### src/mxa_pkg.sv
// Constants and types for the external data access block
package mxa_pkg;
   localparam logic [15:0] MXA_RESET_PC     = 16'h0000;
   localparam logic [15:0] MXA_VEC_FIRST    = 16'h0003;
   localparam logic [15:0] MXA_VEC_STEP     = 16'h0008;
   localparam logic [15:0] MXA_EXTERNAL_WORK_RAM_LO      = 16'h0000;
   localparam logic [15:0] MXA_EXTERNAL_WORK_RAM_HI      = 16'h07FF;
   localparam logic [15:0] MXA_DRAM_LO      = 16'h1000;
   localparam logic [15:0] MXA_DRAM_HI      = 16'h13FF;
   localparam logic [15:0] MXA_IORAM_LO     = 16'h2000;
   localparam logic [15:0] MXA_IORAM_HI     = 16'h20FF;
   localparam logic [15:0] MXA_PRAM_LO      = 16'h3000;
   localparam logic [15:0] MXA_PRAM_HI      = 16'h3FFF;
   localparam logic [7:0]  MXA_STRETCH_RST  = 8'h01;
   localparam logic [7:0]  MXA_PAGE_RST     = 8'h00;
   localparam logic [7:0]  MXA_PSEL_RST     = 8'h00;
   localparam logic [15:0] MXA_PRIMARY_DATA_POINTER_RST     = 16'h0000;
   localparam logic [2:0]  MXA_DIV_RST      = 3'h0;
   localparam int          MXA_STRETCH_LSB  = 0;
   localparam int          MXA_PSEL_BIT     = 0;
   localparam logic [7:0]  MXA_OFS_STRETCH  = 8'h8E;
   localparam logic [7:0]  MXA_OFS_PAGE     = 8'hBF;
   localparam logic [7:0]  MXA_OFS_PSEL     = 8'h92;
   localparam logic [7:0]  MXA_OFS_DPL0     = 8'h82;
   localparam logic [7:0]  MXA_OFS_DPH0     = 8'h83;
   localparam logic [7:0]  MXA_OFS_DPL1     = 8'h84;
   localparam logic [7:0]  MXA_OFS_DPH1     = 8'h85;
   localparam logic [7:0]  MXA_OFS_DIV      = 8'hC1;
   localparam logic [7:0]  MXA_OFS_STATUS   = 8'hC2;
   localparam logic [7:0]  MXA_OFS_PC_LO    = 8'hC3;
   localparam logic [7:0]  MXA_OFS_PC_HI    = 8'hC4;

   typedef enum logic [1:0] {
      MXA_TGT_EXTERNAL_WORK_RAM  = 2'b00,
      MXA_TGT_DRAM  = 2'b01,
      MXA_TGT_IORAM = 2'b10,
      MXA_TGT_PRAM  = 2'b11
   } mxa_tgt_t;

   typedef enum logic [1:0] {
      MXA_ST_IDLE = 2'b00,
      MXA_ST_ADDR = 2'b01,
      MXA_ST_STRB = 2'b10,
      MXA_ST_DONE = 2'b11
   } mxa_state_t;

   typedef enum logic [2:0] {
      MXA_OP_NONE    = 3'b000,
      MXA_OP_RD_RI   = 3'b001,
      MXA_OP_WR_RI   = 3'b010,
      MXA_OP_RD_PRIMARY_DATA_POINTER = 3'b011,
      MXA_OP_WR_PRIMARY_DATA_POINTER = 3'b100,
      MXA_OP_INC_DP  = 3'b101,
      MXA_OP_LOAD_DP = 3'b110
   } mxa_op_t;
endpackage : mxa_pkg

### src/mxa_core.sv
// External data access, program fetch and pointer logic of the CPU core
`timescale 1ns/1ps
// Contract
// - Program addresses span the whole 16-bit range and serve instruction fetches.
// - After reset the fetch address starts at zero.
// - Interrupt vectors start at address three and step by eight bytes.
// - Data accesses reach storage only in the EXTERNAL_WORK_RAM, engine data, I/O and engine program ranges.
// - Ri and pointer MOVX forms produce external reads and writes.
// - Paged MOVX takes the low byte from R0/and the high byte from the page register.
// - Pointer MOVX takes all sixteen bits from the active data pointer.
// - The stretch value is the low three bits of the stretch register and applies to every MOVX.
// - A read with stretch n holds address and read strobe for n+1 cycles.
// - A write with stretch n holds address n+2 cycles and strobe 1 cycle for n<2, else n.
// - The stretch register resets to one.
// - Bit 0 of the pointer-select register picks secondary when set, primary when clear.
// - Pointer instructions touch only the selected pointer.
// - Fetch is held off while a MOVX is busy, at most one fetch per machine cycle.
// - The CPU clock is divided by a three-bit field software writes.
module mxa_core (
   input  wire logic        mclk,
   input  wire logic        rst_n,
   // CPU side
   input  wire logic [2:0]  op,
   input  wire logic [7:0]  ri_val,
   input  wire logic [7:0]  op_wdata,
   input  wire logic [15:0] dp_load,
   input  wire logic        fetch_req,
   input  wire logic        fetch_branch,
   input  wire logic [15:0] fetch_target,
   input  wire logic        irq_take,
   input  wire logic [2:0]  irq_num,
   output logic             op_busy,
   output logic             op_done,
   output logic [7:0]       op_rdata,
   output logic [15:0]      pc_addr,
   output logic             pc_fetch,
   output logic             cpu_en_q,
   // Register port
   input  wire logic [7:0]  reg_addr,
   input  wire logic [7:0]  reg_wdata,
   input  wire logic        reg_wr,
   input  wire logic        reg_rd,
   output logic [7:0]       reg_rdata,
   // Memory side
   output logic [15:0]      mem_addr,
   output logic [7:0]       mem_wdata,
   output logic             mem_rd,
   output logic             mem_wr,
   output logic [3:0]       mem_sel,
   input  wire logic [7:0]  external_work_ram_rdata,
   input  wire logic [7:0]  dram_rdata,
   input  wire logic [7:0]  ioram_rdata,
   input  wire logic [7:0]  pram_rdata
);
   logic [7:0]           stretch_control_q;
   logic [7:0]           page_high_address_q;
   logic [7:0]           pointer_select_q;
   logic [15:0]          primary_data_pointer_q;
   logic [15:0]          secondary_data_pointer_q;
   logic [2:0]           cpu_clock_divider_q;
   mxa_pkg::mxa_state_t  state_q;
   logic [3:0]           cnt_q;
   logic [3:0]           strb_len_q;
   logic                 is_wr_q;
   logic [3:0]           sel_q;
   logic [15:0]          acc_addr;
   logic                 is_rd_op;
   logic                 is_wr_op;
   logic [2:0]           stretch;
   logic [15:0]          act_dp;
   logic                 cpu_en;
   logic [7:0]           rsel_data;

   // Range decode used for select and read steering
   function automatic logic [3:0] mxa_decode(input logic [15:0] a);
      logic [3:0] s;
      s    = 4'h0;
      s[0] = (a <= mxa_pkg::MXA_EXTERNAL_WORK_RAM_HI);
      s[1] = (a >= mxa_pkg::MXA_DRAM_LO) && (a <= mxa_pkg::MXA_DRAM_HI);
      s[2] = (a >= mxa_pkg::MXA_IORAM_LO) && (a <= mxa_pkg::MXA_IORAM_HI);
      s[3] = (a >= mxa_pkg::MXA_PRAM_LO) && (a <= mxa_pkg::MXA_PRAM_HI);
      return s;
   endfunction : mxa_decode

   mxa_clkdiv u_div (
      .mclk    (mclk),
      .rst_n   (rst_n),
      .div_sel (cpu_clock_divider_q),
      .cpu_en  (cpu_en)
   );

   assign stretch  = stretch_control_q[mxa_pkg::MXA_STRETCH_LSB +: 3];
   assign act_dp   = pointer_select_q[mxa_pkg::MXA_PSEL_BIT] ? secondary_data_pointer_q
                                                              : primary_data_pointer_q;
   assign is_rd_op = (op == mxa_pkg::MXA_OP_RD_RI) || (op == mxa_pkg::MXA_OP_RD_PRIMARY_DATA_POINTER);
   assign is_wr_op = (op == mxa_pkg::MXA_OP_WR_RI) || (op == mxa_pkg::MXA_OP_WR_PRIMARY_DATA_POINTER);
   assign acc_addr = ((op == mxa_pkg::MXA_OP_RD_RI) || (op == mxa_pkg::MXA_OP_WR_RI))
                     ? {page_high_address_q, ri_val}
                     : act_dp;

   always_ff @(posedge mclk) begin
      if (!rst_n) begin
         cpu_en_q <= 1'b0;
      end else begin
         cpu_en_q <= cpu_en;
      end
   end

   // Software registers
   always_ff @(posedge mclk) begin
      if (!rst_n) begin
         stretch_control_q   <= mxa_pkg::MXA_STRETCH_RST;
         page_high_address_q <= mxa_pkg::MXA_PAGE_RST;
         pointer_select_q    <= mxa_pkg::MXA_PSEL_RST;
         cpu_clock_divider_q <= mxa_pkg::MXA_DIV_RST;
      end else if (reg_wr) begin
         case (reg_addr)
            mxa_pkg::MXA_OFS_STRETCH: stretch_control_q   <= reg_wdata;
            mxa_pkg::MXA_OFS_PAGE:    page_high_address_q <= reg_wdata;
            mxa_pkg::MXA_OFS_PSEL:    pointer_select_q    <= reg_wdata;
            mxa_pkg::MXA_OFS_DIV:     cpu_clock_divider_q <= reg_wdata[2:0];
            default: ;
         endcase
      end
   end

   // Data pointers; pointer ops change only the selected one, register writes either
   always_ff @(posedge mclk) begin
      if (!rst_n) begin
         primary_data_pointer_q   <= mxa_pkg::MXA_PRIMARY_DATA_POINTER_RST;
         secondary_data_pointer_q <= mxa_pkg::MXA_PRIMARY_DATA_POINTER_RST;
      end else if (reg_wr && reg_addr == mxa_pkg::MXA_OFS_DPL0) begin
         primary_data_pointer_q[7:0] <= reg_wdata;
      end else if (reg_wr && reg_addr == mxa_pkg::MXA_OFS_DPH0) begin
         primary_data_pointer_q[15:8] <= reg_wdata;
      end else if (reg_wr && reg_addr == mxa_pkg::MXA_OFS_DPL1) begin
         secondary_data_pointer_q[7:0] <= reg_wdata;
      end else if (reg_wr && reg_addr == mxa_pkg::MXA_OFS_DPH1) begin
         secondary_data_pointer_q[15:8] <= reg_wdata;
      end else if (state_q == mxa_pkg::MXA_ST_IDLE && cpu_en_q) begin
         if (op == mxa_pkg::MXA_OP_INC_DP || op == mxa_pkg::MXA_OP_LOAD_DP) begin
            if (pointer_select_q[mxa_pkg::MXA_PSEL_BIT]) begin
               secondary_data_pointer_q <= (op == mxa_pkg::MXA_OP_LOAD_DP) ? dp_load
                                           : secondary_data_pointer_q + 16'h0001;
            end else begin
               primary_data_pointer_q <= (op == mxa_pkg::MXA_OP_LOAD_DP) ? dp_load
                                         : primary_data_pointer_q + 16'h0001;
            end
         end
      end
   end

   // MOVX sequencer: address phase, strobe, done
   always_ff @(posedge mclk) begin
      if (!rst_n) begin
         state_q    <= mxa_pkg::MXA_ST_IDLE;
         cnt_q      <= 4'h0;
         strb_len_q <= 4'h0;
         is_wr_q    <= 1'b0;
         sel_q      <= 4'h0;
         mem_addr   <= 16'h0000;
         mem_wdata  <= 8'h00;
         mem_rd     <= 1'b0;
         mem_wr     <= 1'b0;
         mem_sel    <= 4'h0;
         op_busy    <= 1'b0;
         op_done    <= 1'b0;
         op_rdata   <= 8'h00;
      end else begin
         op_done <= 1'b0;
         case (state_q)
            mxa_pkg::MXA_ST_IDLE: begin
               if (cpu_en_q && (is_rd_op || is_wr_op)) begin
                  mem_addr  <= acc_addr;
                  mem_wdata <= op_wdata;
                  sel_q     <= mxa_decode(acc_addr);
                  is_wr_q   <= is_wr_op;
                  op_busy   <= 1'b1;
                  if (is_rd_op) begin
                     mem_rd     <= 1'b1;
                     mem_sel    <= mxa_decode(acc_addr);
                     cnt_q      <= {1'b0, stretch};
                     strb_len_q <= 4'h0;
                     state_q    <= mxa_pkg::MXA_ST_STRB;
                  end else begin
                     // Write: one lead-in cycle except at stretch 0
                     strb_len_q <= (stretch < 3'd2) ? 4'h1 : {1'b0, stretch};
                     cnt_q      <= 4'h0;
                     if (stretch == 3'd0) begin
                        mem_wr  <= 1'b1;
                        mem_sel <= mxa_decode(acc_addr);
                        state_q <= mxa_pkg::MXA_ST_STRB;
                     end else begin
                        state_q <= mxa_pkg::MXA_ST_ADDR;
                     end
                  end
               end
            end
            mxa_pkg::MXA_ST_ADDR: begin
               if (cnt_q == 4'h0) begin
                  mem_wr  <= 1'b1;
                  mem_sel <= sel_q;
                  cnt_q   <= strb_len_q - 4'h1;
                  state_q <= mxa_pkg::MXA_ST_STRB;
               end else begin
                  cnt_q <= cnt_q - 4'h1;
               end
            end
            mxa_pkg::MXA_ST_STRB: begin
               if (cnt_q == 4'h0) begin
                  mem_rd  <= 1'b0;
                  mem_wr  <= 1'b0;
                  mem_sel <= 4'h0;
                  if (!is_wr_q) begin
                     op_rdata <= rsel_data;
                     op_busy  <= 1'b0;
                     op_done  <= 1'b1;
                     state_q  <= mxa_pkg::MXA_ST_IDLE;
                  end else begin
                     state_q <= mxa_pkg::MXA_ST_DONE;
                  end
               end else begin
                  cnt_q <= cnt_q - 4'h1;
               end
            end
            mxa_pkg::MXA_ST_DONE: begin
               op_busy <= 1'b0;
               op_done <= 1'b1;
               state_q <= mxa_pkg::MXA_ST_IDLE;
            end
            default: state_q <= mxa_pkg::MXA_ST_IDLE;
         endcase
      end
   end

   // Read steering; unmapped reads give zero
   always_comb begin
      case (sel_q)
         4'h1:    rsel_data = external_work_ram_rdata;
         4'h2:    rsel_data = dram_rdata;
         4'h4:    rsel_data = ioram_rdata;
         4'h8:    rsel_data = pram_rdata;
         default: rsel_data = 8'h00;
      endcase
   end

   // Program fetch address, one fetch per enabled cycle
   always_ff @(posedge mclk) begin
      if (!rst_n) begin
         pc_addr  <= mxa_pkg::MXA_RESET_PC;
         pc_fetch <= 1'b0;
      end else begin
         pc_fetch <= 1'b0;
         if (cpu_en_q && fetch_req && !op_busy) begin
            pc_fetch <= 1'b1;
            if (irq_take) begin
               pc_addr <= mxa_pkg::MXA_VEC_FIRST + 16'({irq_num, 3'b000});
            end else if (fetch_branch) begin
               pc_addr <= fetch_target;
            end else begin
               pc_addr <= pc_addr + 16'h0001;
            end
         end
      end
   end

   // Register read port, data one cycle later
   always_ff @(posedge mclk) begin
      if (!rst_n) begin
         reg_rdata <= 8'h00;
      end else if (reg_rd) begin
         case (reg_addr)
            mxa_pkg::MXA_OFS_STRETCH: reg_rdata <= stretch_control_q;
            mxa_pkg::MXA_OFS_PAGE:    reg_rdata <= page_high_address_q;
            mxa_pkg::MXA_OFS_PSEL:    reg_rdata <= pointer_select_q;
            mxa_pkg::MXA_OFS_DPL0:    reg_rdata <= primary_data_pointer_q[7:0];
            mxa_pkg::MXA_OFS_DPH0:    reg_rdata <= primary_data_pointer_q[15:8];
            mxa_pkg::MXA_OFS_DPL1:    reg_rdata <= secondary_data_pointer_q[7:0];
            mxa_pkg::MXA_OFS_DPH1:    reg_rdata <= secondary_data_pointer_q[15:8];
            mxa_pkg::MXA_OFS_DIV:     reg_rdata <= {5'h00, cpu_clock_divider_q};
            mxa_pkg::MXA_OFS_STATUS:  reg_rdata <= {4'h0, is_wr_q, op_busy, state_q};
            mxa_pkg::MXA_OFS_PC_LO:   reg_rdata <= pc_addr[7:0];
            mxa_pkg::MXA_OFS_PC_HI:   reg_rdata <= pc_addr[15:8];
            default:                  reg_rdata <= 8'h00;
         endcase
      end
   end
endmodule : mxa_core

### src/mxa_clkdiv.sv
// CPU clock enable divider
`timescale 1ns/1ps
module mxa_clkdiv (
   input  wire logic       mclk,
   input  wire logic       rst_n,
   input  wire logic [2:0] div_sel,
   output logic            cpu_en
);
   logic [7:0] cnt_q;
   logic [7:0] limit;

   // Divide by 2^div_sel
   assign limit = 8'((9'h001 << div_sel) - 9'h001);

   always_ff @(posedge mclk) begin
      if (!rst_n) begin
         cnt_q  <= 8'h00;
         cpu_en <= 1'b0;
      end else if (cnt_q >= limit) begin
         cnt_q  <= 8'h00;
         cpu_en <= 1'b1;
      end else begin
         cnt_q  <= cnt_q + 8'h01;
         cpu_en <= 1'b0;
      end
   end
endmodule : mxa_clkdiv

### config.mk
export PLATFORM = sky130hd
export DESIGN_NAME = mxa_core
export DESIGN_NICKNAME = d
export VERILOG_FILES = /design/src/mxa_pkg.sv /design/src/mxa_core.sv /design/src/mxa_clkdiv.sv
export SDC_FILE = /design/constraint.sdc
export NUM_CORES = 1
export LEC_CHECK = 0
export ABC_CLOCK_PERIOD_IN_PS = 2700
export BUFFER_PORTS_ARGS = -buffer_cell sky130_fd_sc_hd__buf_4
export CAP_MARGIN = 25
export CORE_MARGIN = 2
export CORE_UTILIZATION = 57
export CTS_CLUSTER_DIAMETER = 150
export CTS_CLUSTER_SIZE = 30
export DETAILED_ROUTE_END_ITERATION = 10
export GPL_ROUTABILITY_DRIVEN = 0
export PLACE_DENSITY = 0.85
export SYNTH_ARGS = -nofsm -noshare
export SYNTH_HDL_FRONTEND = slang
export SYNTH_SLANG_ARGS = --single-unit
### constraint.sdc
create_clock -name mclk -period 2.7 [get_ports mclk]
set_input_delay 0.405 -clock mclk [delete_from_list [all_inputs] [get_ports mclk]]
set_output_delay 0.405 -clock mclk [all_outputs]
set_load 0.05 [all_outputs]
; Word level (Yosys, flattened, before mapping)
; Index checks and enable logic that the tools add are counted.
[word_totals]
reg_bits = 149
inputBits = 109
out_inout_bits = 66
elab_cells = 201
[op_classes]
n_addsub = 8
magnitude_cmp = 9
n_eq_ne = 41
shifts = 1
muxes = 60
bitwise_logic = 5
n_reduce_logical = 50
[op_table]
columns = op, count
row1 = $mux 16, 14
row2 = $eq 8x8->1 const B, 11
row3 = $pmux 8 s11, 1
row4 = $add 16x1->16 const B, 3
row5 = $mux 8, 6
row6 = $ge 16x14->1 const B, 2
row7 = $le 16x14->1 const B, 2
row8 = $mux 4, 8
row9 = $pmux 8 s4, 1
row10 = $reduce_and 6->1, 5
row11 = $ne 2x2->1 const B, 12
row12 = $pmux 4 s3, 2
row13 = $reduce_bool 2->1, 11
row14 = $ge 16x13->1 const B, 1
row15 = $le 16x11->1 const B, 1
row16 = $le 16x13->1 const B, 1
row17 = $mux 1, 14
row18 = $mux 2, 6
row19 = $logic_and 1x1->1, 11
row20 = $reduce_and 2->1, 5
row21 = $eq 3x3->1 const B, 3
row22 = $mux 3, 3
row23 = $reduce_and 3->1, 3
row24 = $add 8x1->8 const B, 1
row25 = other kinds (29), 47

; Depth between registers and ports, before layout
[depth]
ltp_word = 9
mapped_depth = 13
depth_no_buf = 11

; Modules after synthesis
; From an unflattened synthesis, not the netlist that was laid out.
[unflattened]
hier_cells = 1187
hier_area_um2 = 9142.5
[by_module_without_submodules]
columns = mod, n_inst, cells_per_inst, area_per_inst_um2
row1 = mxa_core, 1, 1125, 8564.5
row2 = mxa_clkdiv, 1, 62, 578.1

; Least setup slack after synthesis
; No wires, ideal clock.
[synth_path]
path_type = reg-to-reg
startpoint = register cpu_clock_divider_q[2]
endpoint = register u_div.cnt_q[2]
setup_time_ns = 0.137
arrival_time_ns = 2.322
required_ns = 2.563
path_slack_ns = 0.241
stages_incl_launch_ff = 12
n_path_buf = 2
synth_period_minus_slack_ns = 2.459
path_cell_list = dfxtp_1 > clkbuf_1 > or3_1 > ha_1 > clkbuf_1 > nor3_1 > a21oi_1 > o21a_1 > ha_1 > nand4_1 > o21ai_1 > nor3_1
[synth_between]
elab_chain_cells = 4
[synth_lines]
columns = item, line_no
row1 = from (decl), mxa_core.sv:60  ; logic [2:0] cpu_clock_divider_q;
row2 = from (signal assigned), mxa_core.sv:115  ; cpu_clock_divider_q <= mxa_pkg::MXA_DIV_RST;
row3 = from (signal assigned), mxa_core.sv:121  ; mxa_pkg::MXA_OFS_DIV: cpu_clock_divider_q <= reg_wdata[2:0];
row4 = $shl 1x3->8, mxa_clkdiv.sv:13  ; assign limit = 8'((9'h001 << div_sel) - 9'h001);
row5 = $sub 8x1->8, mxa_clkdiv.sv:13
row6 = $ge 8x8->1, mxa_clkdiv.sv:19  ; end else if (cnt_q >= limit) begin
row7 = $reduce_or 2->1 (no line), --
row8 = to (signal assigned), mxa_clkdiv.sv:23  ; cnt_q <= cnt_q + 8'h01;
row9 = to (decl), mxa_clkdiv.sv:9  ; logic [7:0] cnt_q;
; No other way between the ends.
; A chain may end at the register's enable or synchronous reset.

; Final worst setup path
[layout_path]
startpoint = register cpu_clock_divider_q[2]
endpoint = register u_div.cnt_q[7]
; The elaborated chain is that of the path after synthesis.

==> results.sh <==
export IMPL_status="finished clean"
export IMPL_start_kind="register"
export IMPL_leakage_nw=4.39
export IMPL_r2r_end="u_div.cnt_q[7]"
export IMPL_p_int_w=0.00421
export IMPL_finalSetupViolations=0
export IMPL_place_area_sq_um=10700
export IMPL_ir_drop_v=0.000474
export IMPL_die_x_microns=132
export IMPL_cts_max_path_buffers=2
export IMPL_setup_tns_ns=0
export IMPL_hold_depth=3
export IMPL_yosysSeqAreaShare=0.318
export IMPL_clkPwrFrac=0.361
export IMPL_dieArea_sq_um=17400
export IMPL_period_minus_slack_ns=2.45
export IMPL_path_clk_slew_ns=0.06
export IMPL_placed_cells=1520
export IMPL_antenna_found_initial=0
export IMPL_worstSkewPairLatency_ns=0.43
export IMPL_worstMarginPinSlew_ns=0.749
export IMPL_drive_gt1_frac=0.195
export IMPL_grt_max_degree=72
export IMPL_core_area_sq_um=15900
export IMPL_ys_flop_type="dfxtp_1"
export IMPL_syn_nets=1325
export IMPL_pre_cts_ws_ns=0.277
export IMPL_synth_edff_count=0
export IMPL_max_freq_ghz=0.409
export IMPL_die_h_microns=132
export IMPL_power_density_nw_per_um2=558
export IMPL_r2r_setup_slack_ns=0.25
export IMPL_diodes=0
export IMPL_worst_slack_ns=0.253
export IMPL_holdPathEnd="mem_wdata[2]"
export IMPL_gr_total_overflow=0
export IMPL_required_ns=3.05
export IMPL_dp_hpwl_microns=21100
export IMPL_cp_top_family="simple AND/OR/NAND/NOR gates"
export IMPL_combPwrFrac=0.253
export IMPL_arrival_ns=2.79
export IMPL_clock_skew_ns=0.00744
export IMPL_clock_sinks=148
export IMPL_p_sw_frac=0.330
export IMPL_grt_pass1_wl_microns=47000
export IMPL_routed_via_count=9819
export IMPL_route_detailed_drc=0
export IMPL_crit_fanout=8
export IMPL_syn_inst=1195
export IMPL_finalWirelength_microns=29600
export IMPL_hold_class="input pin to register"
export IMPL_std_cell_rows=46
export IMPL_relSlewSlack=0.499
export IMPL_htreeDepth=4
export IMPL_finalNonFillerCells=1552
export IMPL_p_sw_w=0.00207
export IMPL_path_buf_inv=1
export IMPL_r2r_cells=9
export IMPL_critPathSlowestCell="or3_1"
export IMPL_min_from="op_wdata[2]"
export IMPL_ys_types=74
export IMPL_grt_pass1_vias=9236
export IMPL_async_flop_share=0
export IMPL_wl_per_cell_microns=19.1
export IMPL_timing_rr_start="cpu_clock_divider_q[2]"
export IMPL_boundaryPins=175
export IMPL_cts_setup_buffers=0
export IMPL_rsz0062_at_grt="false"
export IMPL_cp_end_kind="register"
export IMPL_nets=1453
export IMPL_syn_area_sq_um=9330
export IMPL_post_route_cell_area_sq_um=11300
export IMPL_slew_viol_final=0
export IMPL_cts_tree="yes"
export IMPL_final_cell_mix="buf_4 (197), nand2_1 (178), dfxtp_1 (148), nor2_1 (77), o21ai_0 (77)"
export IMPL_avgSynthCellArea_sq_um=7.81
export IMPL_synth_seq_cells=148
export IMPL_cts_hold_fix_buffers=0
export IMPL_cts_buffers=17
export IMPL_power_frac_seq=0.386
export IMPL_ant_nets=0
export IMPL_cts_root_buf="clkbuf_16"
export IMPL_synth_area_top_cells="dfxtp_1 (32%), nand2_1 (7.2%), o21ai_0 (4.1%), mux2i_1 (4.1%), a21oi_1 (4.0%)"
export IMPL_worstSetupPathDepth=9
export IMPL_crit_chain="or3_1, ha_1, xor2_1, ha_1, a21o_1, a21oi_1, o21ai_1, buf_4, nor3_1"
export IMPL_cts_repair_resized=0
export IMPL_path_class="register to register"
export IMPL_drt_initial_drc_count=1232
export IMPL_start_util=0.585
export IMPL_crit_top_cell="ha_1"
export IMPL_drv_cap=0
export IMPL_layout_commonest_cell="buf_4"
export IMPL_portBuffers=174
export IMPL_drt_pass1_iterations=5
export IMPL_fin_util=0.707
export IMPL_yosys_warnings=0
export IMPL_fin_crit_sh=0.906
export IMPL_synth_largest_area_cell="dfxtp_1"
export IMPL_grt_usage=0.332
export IMPL_slowest_delay_ns=0.43
export IMPL_layout_area_overhead_vs_synth_pct=20.8
export IMPL_finalHoldViolCount=0
export IMPL_synth_top_area_frac=0.318
export IMPL_viasPerCell=6.33
[logic make-up (layout without fill, tap and decap cells)]
family,count (synthesis),count (layout),share of synthesized area
multiplexers,46,46,0.0504
AND/OR/NAND/NOR,448,448,0.234
XOR/XNOR,38,38,0.0357
buffers and inverters,108,249,0.0476
AO/OA/AOI/OAI,385,385,0.286
adder cells (fa/ha/maj),21,21,0.0282
other,1,1,0.000402
flip-flops,148,148,0.318
[worst reg2reg max path, delay by kind of cell (launching register included)]
family                     cells  cell delay (ns)
and+or+nand+nor                2             0.61
adders and majority gates      2             0.58
AOI/OAI and AO/OA              3             0.42
DFF                            1             0.38
xor gates and xnor gates       1             0.19
buffers and inverters          1             0.17
[worst max path at each step]
| stage | start | to | slack [ns] |
|---|---|---|---|
| CTS | cpu_clock_divider_q[2] | u_div.cnt_q[3] | 0.26 |
| floorplan | cpu_clock_divider_q[2] | u_div.cnt_q[2] | 0.24 |
| global placement | cpu_clock_divider_q[2] | u_div.cnt_q[1] | 0.36 |
| detailed placement | cpu_clock_divider_q[2] | u_div.cnt_q[3] | 0.28 |
| finish | cpu_clock_divider_q[2] | u_div.cnt_q[7] | 0.25 |
| global route | cpu_clock_divider_q[2] | u_div.cnt_q[7] | 0.11 |
[flip-flops by register name, indices dropped and copies added, names as in the netlist, 4 cells and up]
| name | count |
|---|---|
| sel_q | 4 |
| page_high_address_q | 8 |
| mem_addr | 16 |
| u_div.cnt_q | 8 |
| mem_sel | 4 |
| secondary_data_pointer_q | 16 |
| stretch_control_q | 8 |
| primary_data_pointer_q | 16 |
| op_rdata | 8 |
| reg_rdata | 8 |
| pc_addr | 16 |
| mem_wdata | 8 |
| pointer_select_q | 8 |
| cnt_q | 4 |
[metrics by stage]
stage,total power [W],hold WS (ns)
after floorplan,0.00351,0.412
after global placement,0.00399,0.420
after detailed placement,0.00404,0.445
after CTS,0.00628,0.223
after global routing,0.00653,0.244
final,0.00629,0.230
[layer usage]
metal	up-vias	share of wire	track usage
met4	0	0.051	0.181
met3	138	0.098	0.0684
li1	4616	-	-
met2	578	0.46	0.538
met5	-	0	0
met1	4487	0.39	0.413
[layout make-up]
class	count	area, sq um
Clock buffer	19	453
Clock inverter	13	108
Fill cell	1284	4670
Inverter	20	75.1
Multi-Input combinational cell	939	5920
Sequential cell	148	2960
Tap cell	216	270
Timing Repair Buffer	197	1480
[synthesized netlist by cell type, types with 8 or more instances]
cell type  count
a21oi_1       74
buf_2         25
mux2i_1       38
nor3b_1       10
nand2_1      178
nor2b_1       36
nor3_1        22
a22oi_1       29
ha_1          21
nand3_1       48
nor2_1        77
xor2_1        12
a31oi_1       11
and2_1        14
nand4_1       16
a22o_1        14
o221ai_1       9
a21boi_0      49
o211a_1       15
o211ai_1      21
a211oi_1      23
o21ai_0       77
dfxtp_1      148
clkbuf_1      60
and3_1         9
inv_1         20
mux2_2         8
xnor2_1       26
[power groups by stage]
stage          sequential, W  combinational (W)  clock, W
6_report             0.00242            0.00159   0.00227
5_1_grt              0.00244            0.00171   0.00238
4_1_cts              0.00242            0.00158   0.00228
3_5_place_dp         0.00247            0.00157         0
3_3_place_gp         0.00246            0.00153         0
2_1_floorplan        0.00272           0.000784         0
(Power assumes the default switching activity.)
